### src/logic/sss_pkg.sv
// Package with constants, types and the register map of the slow-speed sequencer.
package sss_pkg;
  localparam int unsigned CLK_HZ = 250_000_000;
  localparam int unsigned TICK_S = 1;
  localparam int unsigned TICK_CYCLES = CLK_HZ * TICK_S;
  localparam logic [7:0] ADR_CTRL = 8'h00;
  localparam logic [7:0] ADR_TORQ = 8'h04;
  localparam logic [7:0] ADR_TIMES = 8'h08;
  localparam logic [7:0] ADR_CMD = 8'h0C;
  localparam logic [7:0] ADR_STATUS = 8'h10;
  localparam logic [7:0] ADR_START_TOT = 8'h14;
  localparam logic [7:0] ADR_START_CLR = 8'h18;
  localparam logic [7:0] ADR_RUN_TOT = 8'h1C;
  localparam logic [7:0] ADR_RUN_CLR = 8'h20;
  localparam logic [7:0] ADR_TRIP = 8'h24;
  localparam logic [7:0] ADR_ENERGY = 8'h28;
  localparam logic [6:0] TORQ_MIN = 7'h1E;
  localparam logic [6:0] TORQ_MAX = 7'h63;
  localparam logic [6:0] TORQ_RST = 7'h1E;
  localparam logic [5:0] TIME_MAX = 6'h3C;
  localparam logic [5:0] TIMEOUT_RST = 6'h00;
  localparam logic [5:0] DWELL_RST = 6'h00;
  localparam logic [5:0] DECEL_RST = 6'h00;
  localparam logic [16:0] START_MAX = 17'h1_869F;
  localparam logic [16:0] HOUR_MAX = 17'h1_869F;
  localparam logic [5:0] MIN_MAX = 6'h3B;
  localparam logic [5:0] SEC_MAX = 6'h3B;
  localparam logic [6:0] TRIP_MAX = 7'h63;
  localparam logic [19:0] ENERGY_MAX = 20'hF_423F;
  localparam logic [2:0] DI_OPT_FWD = 3'h6;
  localparam logic [2:0] DI_OPT_REV = 3'h7;
  localparam logic [4:0] FAULT_JOG_TIMEOUT = 5'h12;

  typedef struct packed {
    logic [16:0] hours;
    logic [5:0] minutes;
    logic [5:0] seconds;
  } sss_time_s;

  typedef enum logic [5:0] {
    ST_IDLE = 6'b00_0001,
    ST_DWELL = 6'b00_0010,
    ST_RAMP = 6'b00_0100,
    ST_DECEL = 6'b00_1000,
    ST_REVJOG = 6'b01_0000,
    ST_TRIP = 6'b10_0000
  } sss_state_e;
endpackage : sss_pkg

### src/logic/sss_run_timer.sv
// Saturating hours, minutes and seconds run-time accumulator.
`timescale 1ns/1ps
`default_nettype none
module sss_run_timer
  import sss_pkg::*;
(
  input wire logic ref_clk,
  input wire logic rst_b,
  input wire logic tick,
  input wire logic running,
  input wire logic clear,
  output sss_time_s value
);
  always_ff @(posedge ref_clk) begin
    if (!rst_b || clear) begin
      value <= '0;
    end else if (tick && running && !(value.hours == HOUR_MAX && value.minutes == MIN_MAX)) begin
      if (value.seconds != SEC_MAX) begin
        value.seconds <= value.seconds + 6'h1;
      end else begin
        value.seconds <= '0;
        if (value.minutes != MIN_MAX) begin
          value.minutes <= value.minutes + 6'h1;
        end else begin
          value.minutes <= '0;
          value.hours <= value.hours + 17'h1;
        end
      end
    end
  end
endmodule : sss_run_timer
`default_nettype wire

### src/logic/sss_jog_seq.sv
// Slow-speed sequencer with operating statistics and a classic Wishbone register slave.
//
// Decided for this implementation: the Wishbone slave port and the address map.
`timescale 1ns/1ps
`default_nettype none
module sss_jog_seq
  import sss_pkg::*;
#(
  parameter int unsigned TICK_DIV = TICK_CYCLES,
  parameter int unsigned NUM_DI = 4
)
(
  input wire logic ref_clk,
  input wire logic rst_b,
  input wire logic [7:0] wb_adr_i,
  input wire logic [31:0] wb_dat_i,
  output logic [31:0] wb_dat_o,
  input wire logic wb_we_i,
  input wire logic [3:0] wb_sel_i,
  input wire logic wb_stb_i,
  input wire logic wb_cyc_i,
  output logic wb_ack_o,
  input wire logic start_key,
  input wire logic stop_key,
  input wire logic [NUM_DI-1:0] di_level,
  input wire logic [3*NUM_DI-1:0] di_option,
  input wire logic run_cmd,
  input wire logic ramp_done,
  input wire logic decel_done,
  input wire logic fault_trip,
  input wire logic energy_pulse,
  output logic jog_fwd,
  output logic jog_rev,
  output logic ramp_run,
  output logic [6:0] jog_torque,
  output logic jog_timeout_fault,
  output logic [4:0] fault_code
);
  if (TICK_DIV < 2 || NUM_DI < 1 || NUM_DI > 8) begin : g_bad_params
    $error("sss_jog_seq: unsupported parameter values");
  end

  logic [31:0] tick_cnt;
  logic tick, wr, rd_req;
  logic keypad_jog_mode, jog_ramp_enable, dwell_off;
  logic [6:0] jog_torque_level;
  logic [5:0] jog_pre_ramp_dwell, jog_post_ramp_dwell, jog_timeout;
  logic clear_start_count_cmd, clear_run_time_cmd, clear_trip_count_cmd, fault_clear_cmd;
  logic [16:0] total_start_count, clearable_start_count;
  logic [6:0] total_trip_count, clearable_trip_count;
  logic [19:0] energy_total;
  sss_time_s total_run_time, clearable_run_time;
  sss_state_e state, next_state;
  logic [5:0] phase_sec, jog_sec;
  logic run_cmd_q, start_event, trip_event, motor_running;
  logic di_fwd, di_rev, key_fwd, key_rev, jog_any, next_jog_fwd, next_jog_rev;

  function automatic logic [16:0] sat_inc17(input logic [16:0] v, input logic [16:0] lim);
    sat_inc17 = (v == lim) ? v : v + 17'h1;
  endfunction : sat_inc17

  function automatic logic [6:0] sat_inc7(input logic [6:0] v, input logic [6:0] lim);
    sat_inc7 = (v == lim) ? v : v + 7'h1;
  endfunction : sat_inc7

  function automatic logic [6:0] clamp_torque(input logic [6:0] v);
    if (v < TORQ_MIN) begin
      clamp_torque = TORQ_MIN;
    end else if (v > TORQ_MAX) begin
      clamp_torque = TORQ_MAX;
    end else begin
      clamp_torque = v;
    end
  endfunction : clamp_torque

  function automatic logic [5:0] clamp_time(input logic [5:0] v);
    clamp_time = (v > TIME_MAX) ? TIME_MAX : v;
  endfunction : clamp_time

  // One second tick shared by every timer.
  always_ff @(posedge ref_clk) begin
    if (!rst_b || tick) begin
      tick_cnt <= '0;
    end else begin
      tick_cnt <= tick_cnt + 32'h1;
    end
  end
  assign tick = (tick_cnt == TICK_DIV - 1);

  assign wr = wb_cyc_i && wb_stb_i && wb_we_i && !wb_ack_o;
  assign rd_req = wb_cyc_i && wb_stb_i && !wb_we_i && !wb_ack_o;

  always_ff @(posedge ref_clk) begin
    if (!rst_b) begin
      wb_ack_o <= 1'b0;
    end else begin
      wb_ack_o <= wb_cyc_i && wb_stb_i && !wb_ack_o;
    end
  end

  // Configuration registers.
  always_ff @(posedge ref_clk) begin
    if (!rst_b) begin
      keypad_jog_mode <= 1'b0;
      jog_ramp_enable <= 1'b0;
      dwell_off <= 1'b0;
      jog_torque_level <= TORQ_RST;
      jog_pre_ramp_dwell <= DWELL_RST;
      jog_post_ramp_dwell <= DECEL_RST;
      jog_timeout <= TIMEOUT_RST;
    end else if (wr) begin
      if (wb_adr_i == ADR_CTRL && wb_sel_i[0]) begin
        keypad_jog_mode <= wb_dat_i[0];
        jog_ramp_enable <= wb_dat_i[1];
        dwell_off <= wb_dat_i[2];
      end
      if (wb_adr_i == ADR_TORQ && wb_sel_i[0]) begin
        jog_torque_level <= clamp_torque(wb_dat_i[6:0]);
      end
      if (wb_adr_i == ADR_TIMES) begin
        if (wb_sel_i[0]) begin
          jog_pre_ramp_dwell <= clamp_time(wb_dat_i[5:0]);
        end
        if (wb_sel_i[1]) begin
          jog_post_ramp_dwell <= clamp_time(wb_dat_i[13:8]);
        end
        if (wb_sel_i[2]) begin
          jog_timeout <= clamp_time(wb_dat_i[21:16]);
        end
      end
    end
  end

  // Command register bits are one-cycle pulses.
  always_ff @(posedge ref_clk) begin
    if (!rst_b) begin
      clear_start_count_cmd <= 1'b0;
      clear_run_time_cmd <= 1'b0;
      clear_trip_count_cmd <= 1'b0;
      fault_clear_cmd <= 1'b0;
    end else begin
      clear_start_count_cmd <= wr && wb_adr_i == ADR_CMD && wb_sel_i[0] && wb_dat_i[0];
      clear_run_time_cmd <= wr && wb_adr_i == ADR_CMD && wb_sel_i[0] && wb_dat_i[1];
      clear_trip_count_cmd <= wr && wb_adr_i == ADR_CMD && wb_sel_i[0] && wb_dat_i[2];
      fault_clear_cmd <= wr && wb_adr_i == ADR_CMD && wb_sel_i[0] && wb_dat_i[3];
    end
  end

  // Digital input jog requests.
  always_comb begin
    di_fwd = 1'b0;
    di_rev = 1'b0;
    for (int i = 0; i < NUM_DI; i++) begin
      if (di_level[i] && di_option[3*i +: 3] == DI_OPT_FWD) begin
        di_fwd = 1'b1;
      end
      if (di_level[i] && di_option[3*i +: 3] == DI_OPT_REV) begin
        di_rev = 1'b1;
      end
    end
  end

  assign key_fwd = keypad_jog_mode && start_key && !stop_key;
  assign key_rev = keypad_jog_mode && stop_key && !start_key;

  always_ff @(posedge ref_clk) begin
    if (!rst_b) begin
      run_cmd_q <= 1'b0;
    end else begin
      run_cmd_q <= run_cmd;
    end
  end
  assign start_event = (run_cmd && !run_cmd_q && state == ST_IDLE) || (key_fwd && !jog_fwd && state == ST_IDLE);
  assign trip_event = (fault_trip || next_state == ST_TRIP && state != ST_TRIP);

  // Automatic sequence around the ramp.
  always_comb begin
    next_state = state;
    case (state)
      ST_IDLE: begin
        if (run_cmd && !run_cmd_q) begin
          next_state = (jog_ramp_enable && !dwell_off && jog_pre_ramp_dwell != 6'h0) ? ST_DWELL : ST_RAMP;
        end
      end
      ST_DWELL: begin
        if (!run_cmd) begin
          next_state = ST_IDLE;
        end else if (tick && phase_sec + 6'h1 >= jog_pre_ramp_dwell) begin
          next_state = ST_RAMP;
        end
      end
      ST_RAMP: begin
        if (!run_cmd) begin
          next_state = ST_DECEL;
        end
      end
      ST_DECEL: begin
        if (decel_done) begin
          next_state = (jog_ramp_enable && jog_post_ramp_dwell != 6'h0) ? ST_REVJOG : ST_IDLE;
        end
      end
      ST_REVJOG: begin
        if (tick && phase_sec + 6'h1 >= jog_post_ramp_dwell) begin
          next_state = ST_IDLE;
        end
      end
      ST_TRIP: begin
        if (fault_clear_cmd) begin
          next_state = ST_IDLE;
        end
      end
      default: begin
        next_state = ST_IDLE;
      end
    endcase
    if (jog_any && jog_timeout != 6'h0 && tick && jog_sec >= jog_timeout) begin
      next_state = ST_TRIP;
    end
    if (fault_trip) begin
      next_state = ST_TRIP;
    end
  end

  always_ff @(posedge ref_clk) begin
    if (!rst_b) begin
      state <= ST_IDLE;
    end else begin
      state <= next_state;
    end
  end

  always_ff @(posedge ref_clk) begin
    if (!rst_b || next_state != state) begin
      phase_sec <= '0;
    end else if (tick && phase_sec != TIME_MAX) begin
      phase_sec <= phase_sec + 6'h1;
    end
  end

  assign jog_any = (state == ST_DWELL) || (state == ST_REVJOG) ||
                   ((state == ST_IDLE) && (key_fwd || key_rev || di_fwd || di_rev));
  assign next_jog_fwd = next_state == ST_DWELL ||
                        (next_state == ST_IDLE && state == ST_IDLE && (key_fwd || di_fwd) && !di_rev);
  assign next_jog_rev = next_state == ST_REVJOG ||
                        (next_state == ST_IDLE && state == ST_IDLE && (key_rev || di_rev) && !di_fwd);

  // Continuous slow-speed time.
  always_ff @(posedge ref_clk) begin
    if (!rst_b || !jog_any) begin
      jog_sec <= '0;
    end else if (tick && jog_sec != TIME_MAX) begin
      jog_sec <= jog_sec + 6'h1;
    end
  end

  // Outputs to the power stage.
  always_ff @(posedge ref_clk) begin
    if (!rst_b) begin
      jog_fwd <= 1'b0;
      jog_rev <= 1'b0;
      ramp_run <= 1'b0;
      jog_torque <= '0;
      jog_timeout_fault <= 1'b0;
      fault_code <= '0;
    end else begin
      jog_fwd <= next_jog_fwd;
      jog_rev <= next_jog_rev;
      ramp_run <= next_state == ST_RAMP;
      jog_torque <= (next_jog_fwd || next_jog_rev) ? jog_torque_level : 7'h00;
      if (next_state == ST_TRIP && state != ST_TRIP && !fault_trip) begin
        jog_timeout_fault <= 1'b1;
        fault_code <= FAULT_JOG_TIMEOUT;
      end else if (fault_clear_cmd) begin
        jog_timeout_fault <= 1'b0;
        fault_code <= '0;
      end
    end
  end

  assign motor_running = jog_fwd || jog_rev || ramp_run || state == ST_DECEL;

  // Start, trip and energy statistics.
  always_ff @(posedge ref_clk) begin
    if (!rst_b) begin
      total_start_count <= '0;
      clearable_start_count <= '0;
      total_trip_count <= '0;
      clearable_trip_count <= '0;
      energy_total <= '0;
    end else begin
      if (start_event) begin
        total_start_count <= sat_inc17(total_start_count, START_MAX);
        clearable_start_count <= sat_inc17(clearable_start_count, START_MAX);
      end else if (clear_start_count_cmd) begin
        clearable_start_count <= '0;
      end
      if (trip_event) begin
        total_trip_count <= sat_inc7(total_trip_count, TRIP_MAX);
        clearable_trip_count <= sat_inc7(clearable_trip_count, TRIP_MAX);
      end else if (clear_trip_count_cmd) begin
        clearable_trip_count <= '0;
      end
      if (energy_pulse && energy_total != ENERGY_MAX) begin
        energy_total <= energy_total + 20'h1;
      end
    end
  end

  sss_run_timer u_total_time (
    .ref_clk(ref_clk),
    .rst_b(rst_b),
    .tick(tick),
    .running(motor_running),
    .clear(1'b0),
    .value(total_run_time)
  );

  sss_run_timer u_clear_time (
    .ref_clk(ref_clk),
    .rst_b(rst_b),
    .tick(tick),
    .running(motor_running),
    .clear(clear_run_time_cmd),
    .value(clearable_run_time)
  );

  // Read data.
  always_ff @(posedge ref_clk) begin
    if (!rst_b) begin
      wb_dat_o <= '0;
    end else if (rd_req) begin
      case (wb_adr_i)
        ADR_CTRL: wb_dat_o <= {29'h0, dwell_off, jog_ramp_enable, keypad_jog_mode};
        ADR_TORQ: wb_dat_o <= {25'h0, jog_torque_level};
        ADR_TIMES: wb_dat_o <= {10'h0, jog_timeout, 2'h0, jog_post_ramp_dwell, 2'h0, jog_pre_ramp_dwell};
        ADR_STATUS: wb_dat_o <= {17'h0, fault_code, ramp_done, jog_timeout_fault, state, jog_rev, jog_fwd};
        ADR_START_TOT: wb_dat_o <= {15'h0, total_start_count};
        ADR_START_CLR: wb_dat_o <= {15'h0, clearable_start_count};
        ADR_RUN_TOT: wb_dat_o <= {3'h0, total_run_time.hours, 6'h0, total_run_time.minutes};
        ADR_RUN_CLR: wb_dat_o <= {3'h0, clearable_run_time.hours, 6'h0, clearable_run_time.minutes};
        ADR_TRIP: wb_dat_o <= {9'h0, clearable_trip_count, 9'h0, total_trip_count};
        ADR_ENERGY: wb_dat_o <= {12'h0, energy_total};
        default: wb_dat_o <= '0;
      endcase
    end
  end
endmodule : sss_jog_seq
`default_nettype wire

### config.mk
export PLATFORM = sky130hd
export DESIGN_NAME = sss_jog_seq
export DESIGN_NICKNAME = d
export VERILOG_FILES = /design/src/logic/sss_pkg.sv /design/src/logic/sss_run_timer.sv /design/src/logic/sss_jog_seq.sv
export SDC_FILE = /design/constraint.sdc
export NUM_CORES = 1
export LEC_CHECK = 0
export ABC_CLOCK_PERIOD_IN_PS = 4600
export BUFFER_PORTS_ARGS = -buffer_cell sky130_fd_sc_hd__buf_2
export CORE_MARGIN = 5
export CORE_UTILIZATION = 40
export DETAILED_ROUTE_END_ITERATION = 10
export GPL_TIMING_DRIVEN = 0
export HOLD_SLACK_MARGIN = 0.1
export SYNTH_ARGS = -nofsm -noshare
export SYNTH_HDL_FRONTEND = slang
export SYNTH_HIERARCHICAL = 1
export SYNTH_SLANG_ARGS = --single-unit
### constraint.sdc
create_clock -name ref_clk -period 4.6 [get_ports ref_clk]
set_input_delay 0.23 -clock ref_clk [delete_from_list [all_inputs] [get_ports ref_clk]]
set_output_delay 0.23 -clock ref_clk [all_outputs]
set_load 0.05 [all_outputs]
# Yosys cells after proc, flatten, opt, wreduce, memory -nomap -nowiden
# Index checks and enable logic that the tools add are counted.
# word_totals
reg_bits,255
out_inout_bits,49
elab_cells,260
input_bits,72
# classes
reduce_logical,108
mux,40
bitwise_logic,6
n_eq_ne,49
add_sub_neg,14
n_lt_le_gt_ge,8
# ops
cell,n
29-bit one-hot mux with 10 select lines,1
6-bit 2-to-1 mux,16
17-bit by 1-bit adder with 17-bit output (second input constant),4
17-bit equality test (second input constant),4
1-bit logical AND,54
17-bit 2-to-1 mux,3
6-bit != test (second input constant),7
6-bit by 1-bit adder with 6-bit output (second input constant),6
6-bit one-hot mux with 6 select lines,1
7-bit 2-to-1 mux,5
32-bit by 1-bit adder with 32-bit output (second input constant),1
32-bit by 28-bit equality test with 1-bit output (second input constant),1
8-bit by 5-bit equality test with 1-bit output (second input constant),4
3-bit equality test (second input constant),8
6-bit equality test (second input constant),4
8-bit by 6-bit equality test with 1-bit output (second input constant),3
20-bit by 1-bit adder with 20-bit output (second input constant),1
20-bit != test (second input constant),1
1-bit logical OR,19
6-bit greater-or-equal comparator,3
6-bit greater-than comparator (second input constant),3
2-bit AND reduction,9
6-bit nonzero test,3
8-bit by 4-bit equality test with 1-bit output (second input constant),2
other kinds (20),62

# Longest topological paths before layout
# Gate-level depths: netlist (run 1).
# logic_depth
ltp_word,22
mapped_depth,12
ltp_nobuf,11

# Modules after synthesis
# Netlist (run 1), hierarchy kept.
# by_module_without_submodules
mod,instances,area_each_um2,cells_each
sss_jog_seq,1,9744.3,1182
sss_run_timer at u_clear_time,1,1676.6,197
sss_run_timer at u_total_time,1,1594.0,188

# Worst setup path before layout (run 1)
# OpenSTA, ideal clock, no wires.
# synth_timing
kind,register to register
from,reg tick_cnt[7]
to,reg u_clear_time/value[17] (netlist bit)
setup_ns,0.072
setup_slack_ns,1.676
required_time_ns,4.528
t_arrival_ns,2.852
path_stages_with_launch,11
path_cell_list,dfxtp_1 or4b_1 or3_1 nor2_2 nand2_1 inv_1 and4b_1 nand4_1 clkbuf_1 nor4_1 mux2i_1
# synth_via
elab_chain_len,4
# synth_lines
element,line,text
"start, declared",sss_jog_seq.sv:43,logic [31:0] tick_cnt;
"start signal, assigned",sss_jog_seq.sv:85,tick_cnt <= tick_cnt + 32'h1;
32-bit by 28-bit equality test with 1-bit output,sss_jog_seq.sv:88,assign tick = (tick_cnt == TICK_DIV - 1);
net tick,sss_jog_seq.sv:44,"logic tick, wr, rd_req;"
1-bit logical AND (2 in series),sss_run_timer.sv:17,end else if (tick && running && !(value.hours == HOUR_MAX && value.minutes == MIN_MAX)) begin
3-bit AND reduction (no line),--,
"end, declared",sss_run_timer.sv:12,output sss_time_s value
# The timed path passes the listed nets, and every way through them passes these cells.
# A chain may end at the register's enable or synchronous reset.

# Final worst setup path (run 1)
# layout_timing
from,reg tick_cnt[7]
to,reg u_clear_time/value[19] (netlist bit)
# The elaborated chain is that of the path after synthesis.

==> impl_metrics.tcl, run 1 <==
set metrics [dict create \
    status "complete, no violations" \
    layout_min_cycle_time_ps 3759 \
    core_area_mm2 0.03237 \
    synth.cell_area_mm2 0.01301 \
    synth_edf_count 0 \
    m1WireLength_mm 18.36 \
    cts_tree "yes" \
    grt_pass1_wl_mm 65.10 \
    cts_buffers 29 \
    worstSetupPathType "reg -> reg" \
    max_stage_delay_ps 530 \
    clkTransAtPathRegs_ps 60 \
    die_area_mm2 0.03624 \
    post-place-ws_ps 918.5 \
    htree_levels 1 \
    max_slew_margin_pct 19.32 \
    finalWirelength_mm 41.55 \
    wl_met2_mm 19.01 \
    p_leak_nw 5.569 \
    topRoutingLayerUsed "met4" \
    num_vias 12390 \
    internal-power_mw 3.880 \
    synthArstFlopShare_pct 0 \
    hpwl_mm 30.85 \
    design_area_mm2 0.01541 \
    setup_viol 0 \
    ys_types 87 \
    rsz0062_at_grt "false" \
    dr_wl_met3_mm 2.770 \
    ys.flop_type "dfxtp_1" \
    synth_seq_cells 250 \
    cp_top_family "simple AND/OR/NAND/NOR gates" \
    worstPathMaxFanout 10 \
    grt-ovfl-total 0 \
    syn-instance-count 1567 \
    initial_core_util_pct 40.21 \
    drt_iter0_drc 1351 \
    n_antenna_cell 0 \
    swShare_pct 23.41 \
    layout.cells.most_common_list "dfxtp_1 (250), nor2_1 (218), nand2_1 (116)" \
    area_growth_pct 18.39 \
    die_h_um 190.4 \
    ys_seq_area_share_pct 38.45 \
    comb_power_share_pct 5.8 \
    grt_pass1_vias 11610 \
    min_period_over_period_pct 81.72 \
    worst_pin_slew_ps 1199 \
    synth_area_per_cell_um2 8.306 \
    worstHoldPathType "in -> reg" \
    num_rows 66 \
    p_seq_share_pct 43.6 \
    cp-start-kind "flip-flop" \
    viasPerCell 5.651 \
    crit_buf_inv 2 \
    ys_warn_count 6 \
    cts.sinks 250 \
    nFillCells 3197 \
    clockBufferDepth 3 \
    gr-usage-all-layers_pct 22.16 \
    die-width_um 190.4 \
    fin_ws_ps 840.8 \
    power_density_mw_per_mm2 328.8 \
    seqCellArea_mm2 0.005005 \
    insertion_delay_ps 550 \
    hold_viol_final 0 \
    worstPathArrival_ps 4230 \
    grt_max_degree 14 \
    multi_input_area_mm2 0.007538 \
    crit_path_end_kind "flip-flop" \
    antenna_found_initial 0 \
    cap_violations 0 \
    max_freq_ghz 0.2660 \
    port_buffers 100 \
    layout_commonest_cell "dfxtp_1" \
    final_nets 1836 \
    cp.required_ps 5070 \
    post_dp_cell_area_mm2 0.01409 \
    finalWeightedCongestion 0.9287 \
    setup_tns_ps 0 \
    vdd_drop_max_v 0.0002470 \
    power_frac_clock_pct 50.6 \
    finClkSkew_ps 12.15 \
    first_pass_iters 6 \
    maxSlewViolCount 0 \
    io_pins 121 \
    cts_setup_buffers 0 \
    wl_per_cell_um 18.95 \
    cp_slowest_cell "or4b_1" \
    layout-drive-gt1-share_pct 11.59 \
    power_switching_mw 1.186 \
    antenna_left 0 \
    cts_root_buf "clkbuf_16" \
    crit_chain "or4b_1, or3_1, nor2_2, nand2_1, inv_1, and4b_1, nand4_1, clkbuf_1, nor3_1, mux2i_1" \
    drc_errors 0 \
]
==> flip-flops by register name, indices dropped and copies added (netlist names), 6 cells and up <==
signal                 count
jog_timeout                6
u_clear_time/value        29
clearable_start_count     17
u_total_time/value        29
energy_total              20
phase_sec                  6
total_trip_count           7
tick_cnt                  32
jog_pre_ramp_dwell         6
jog_post_ramp_dwell        6
total_start_count         17
state                      6
jog_torque_level           7
clearable_trip_count       7
jog_torque                 7
jog_sec                    6
wb_dat_o                  29
==> final timing paths <==
check / from / to / slack, ps / cells after the start
max: tick_cnt[7] / u_clear_time/value[19] / 840 / 10
min: ramp_done / wb_dat_o[9] / 180 / 5
max reg2reg: tick_cnt[7] / u_clear_time/value[19] / 840 / 10
min reg2reg: wb_dat_o[22] / wb_dat_o[22] / 480 / 2
==> power groups by stage <==
stage / clock [mW] / combinational, mW / sequential, mW
after CTS: 2.61 / 0.293 / 2.21
after floorplan: 0 / 0.157 / 2.26
after global routing: 2.70 / 0.320 / 2.21
after global placement: 0 / 0.274 / 2.26
final: 2.56 / 0.295 / 2.21
after detailed placement: 0 / 0.276 / 2.26
==> worst min-delay path, delay by kind of cell <==
family | cells | cell delay, ps
AND/OR/NAND/NOR | 1 | 80
buffers and inverters | 1 | 90
AO/OA/AOI/OAI | 3 | 290
==> final cells by class <==
type                       count  area share [%]
tap                          442           3.589
clock inverter                14           1.518
multi-input combinational   1211           48.92
sequential                   250           32.48
timing repair buffer         125           4.872
inverter                      44           1.072
buffer                        69           2.160
clock buffer                  38           5.384
==> synth_stat cells, drive strengths merged (23+ instances only) <==
master    n  area [µm²]
clkbuf   52       195.2
a22oi    36       270.3
nor4     23       165.2
nand3    80       412.9
o21ai    55       275.3
dfxtp   250        5005
nor3     31       182.7
nand2   117       441.7
nand4    50       319.1
ha       34       425.4
or4      23       176.4
inv      43       161.4
or3      32       205.2
mux2i    29       290.3
xnor2    46       402.9
a21oi   120       619.3
xor2     52       455.4
and3     28       175.2
and2     33       206.5
nor2    221       847.1
==> through the flow <==
stage | utilization, % | hold WS, ps | total power, mW | instances
final | 47.60 | 175.6 | 5.066 | 2193
after CTS | 47.60 | 152.6 | 5.107 | 2193
after detailed placement | 43.54 | 460.6 | 2.533 | 2116
after global routing | 47.60 | 202.0 | 5.235 | 2193
after global placement | 43.54 | 455.7 | 2.530 | 2116
after floorplan | - | 351.7 | 2.418 | 1574
==> what timing repair did <==
action	in CTS	in global routing
hold buffers	25	0
setup endpoints to repair	0	0
endpoints found under the hold margin	33	0
gates resized for setup	0	0
==> cells by family (layout without fill, tap and decap cells) <==
group / Yosys count / after routing / synth area share, %
AND/OR/NAND/NOR: 725 / 725 / 29.70
multiplexers: 30 / 30 / 2.317
buffers and inverters: 113 / 290 / 3.826
adder cells (fa/ha/maj): 35 / 35 / 3.346
flip-flops: 250 / 250 / 38.45
XOR/XNOR: 98 / 98 / 6.595
other: 1 / 8 / 0.02881
AO/OA/AOI/OAI: 315 / 315 / 15.74
==> layer usage <==
layer	up-vias	GRT usage, %
met5	-	0
met4	0	7.320
met3	87	2.765
met2	441	36.21
met1	5840	30.52
li1	6024	-
No activity file was read; power rests on OpenSTA's default activity.
==> run 2: changes to the inputs <==
- ABC_CLOCK_PERIOD_IN_PS: 4600 -> 3300
- clock period: 4.6 -> 3.3 ns (I/O delays scaled with it)
==> run 2 against run 1 <==
Maximum frequency rose by 18%. Final area rose by 0.88%. Critical endpoint is now u_clear_time/value[27]. Clock skew fell by 1.9 ps. Largest cell class unchanged.
==> impl_metrics.tcl, run 2 (synthesis gave the netlist of run 1 again) <==
set metrics [dict create \
    post_dp_cell_area_mm2 0.01409 \
    grtUsageMet3_pct 2.765 \
    layout.cells.most_common_list "dfxtp_1 (250), nor2_1 (217), nand2_1 (116)" \
    finClkSkew_ps 10.22 \
    cts_buffers 29 \
    finalWeightedCongestion 0.9287 \
    worstHoldPathType "in -> reg" \
    power_density_mw_per_mm2 454.6 \
    first_pass_iters 6 \
    worst_pin_slew_ps 996.8 \
    htree_levels 1 \
    crit_chain "or4b_1, or3_1, nor2_4, nand2_1, clkinvlp_4, and4b_2, nand4_1, buf_4, or4_1, a21oi_1" \
    grt_use_met1_pct 30.55 \
    die_area_mm2 0.03624 \
    cp_slowest_cell "or4b_1" \
    crit_path_end_kind "flip-flop" \
    internal-power_mw 5.410 \
    comb_power_share_pct 5.8 \
    drt_iter0_drc 1366 \
    min_period_over_period_pct 96.91 \
    grt_pass1_wl_mm 65.16 \
    num_vias 12510 \
    grt-ovfl-total 0 \
    clockBufferDepth 3 \
    cts_tree "yes" \
    layout.cells.non_filler 2203 \
    max_stage_delay_ps 530 \
    top_usage_layer "met2" \
    hold_viol_final 0 \
    cts_root_buf "clkbuf_16" \
    power_switching_mw 1.656 \
    wl_per_cell_um 18.98 \
    n_antenna_cell 0 \
    gr-usage-all-layers_pct 22.18 \
    port_buffers 100 \
    finalWirelength_mm 41.80 \
    cts.sinks 250 \
    die-width_um 190.4 \
    die_h_um 190.4 \
    design_area_mm2 0.01554 \
    max_freq_ghz 0.3127 \
    holdWs_ps 141.3 \
    final_nets 1846 \
    initial_core_util_pct 40.21 \
    cp-start-kind "flip-flop" \
    cap_violations 0 \
    clkTransAtPathRegs_ps 60 \
    vdd_drop_max_v 0.0003467 \
    status "complete, no violations" \
    grt_pass1_vias 11610 \
    antenna_left 0 \
    p_seq_share_pct 43.6 \
    power_frac_clock_pct 50.6 \
    grt_max_degree 14 \
    largest_register "tick_cnt" \
    maxSlewViolCount 0 \
    layout-drive-gt1-share_pct 12.55 \
    max_slew_margin_pct 33.55 \
    post-place-ws_ps -381.5 \
    viasPerCell 5.677 \
    hpwl_mm 30.85 \
    setup_viol 0 \
    antenna_found_initial 0 \
    fin_ws_ps 101.9 \
    area_growth_pct 19.43 \
    grt_util_met2_pct 36.27 \
    drc_errors 0 \
    p_leak_nw 5.620 \
    largest_reg_flops 32 \
    total_power_mw 7.066 \
    worstPathArrival_ps 3670 \
    core_area_mm2 0.03237 \
    swShare_pct 23.44 \
    nFillCells 3187 \
    worstSetupPathType "reg -> reg" \
    layout_commonest_cell "dfxtp_1" \
    layout_min_cycle_time_ps 3198 \
    placedCellCount 2116 \
    cp.required_ps 3770 \
    io_pins 121 \
    insertion_delay_ps 550 \
    crit_buf_inv 2 \
    num_rows 66 \
    cp_top_family "simple AND/OR/NAND/NOR gates" \
    worstPathMaxFanout 8 \
]
run 2: cell types whose count changed in the layout (fill, tap and decap cells not counted), moves of 2 or more:
cell / delta
buf_2: +2
buf_4: +9
clkbuf_1: -2
nor4_1: -3
nor4_2: +2
run 2: metrics by stage:
| step | util [%] | setup TNS [ps] |
|---|---|---|
| global route | 48.02 | -0.9246 |
| finish | 48.02 | 0 |
| floorplan | - | 0 |
| detailed placement | 43.54 | -4528 |
| global placement | 43.54 | -3939 |
| CTS | 47.75 | 0 |
run 2: worst paths after layout:
check        slack, ps  cells past startpoint                      to    startpoint
min reg2reg        480                      2            wb_dat_o[22]  wb_dat_o[22]
max reg2reg        100                     10  u_clear_time/value[27]   tick_cnt[7]
max                100                     10  u_clear_time/value[27]   tick_cnt[7]
min                140                      5     jog_torque_level[1]   wb_adr_i[0]
run 2: power groups by stage:
stage	clock network (mW)	registers, mW	logic [mW]
after floorplan	0	3.15	0.219
after global placement	0	3.15	0.382
after detailed placement	0	3.15	0.384
after CTS	3.63	3.08	0.409
after global routing	3.77	3.08	0.448
final	3.57	3.08	0.413
run 2: per-layer routing:
metal	wire length, µm	vias up	share of wire (%)
met5	0	-	0
li1	-	6039	-
met4	1420	0	3.4
met1	18660	5936	45
met3	2600	82	6.2
met2	19120	450	46
run 2: what timing repair did:
action,CTS,global route
pin swaps,1,2
setup buffers,4,5
setup endpoints to repair,25,34
hold endpoints to repair,37,0
hold buffers,26,0
gates resized for setup,2,16
run 2: layout make-up:
type	count	area, µm²	area share (%)
Multi-Input combinational cell	1211	7590	48.83
Inverter	44	168.9	1.087
Sequential cell	250	5005	32.20
Clock buffer	38	829.5	5.337
Clock inverter	14	234.0	1.505
Buffer	69	335.3	2.157
Tap cell	442	553.0	3.558
Timing Repair Buffer	135	828.3	5.329
run 2: worst register-to-register path, cell delays in order, from the launching register on:
cell and delay, ps:
dfxtp_1 340, or4b_1 530, or3_1 430, nor2_4 160, nand2_1 120, clkinvlp_4 170, and4b_2 300, nand4_1 200
buf_4 230, or4_1 480, a21oi_1 160
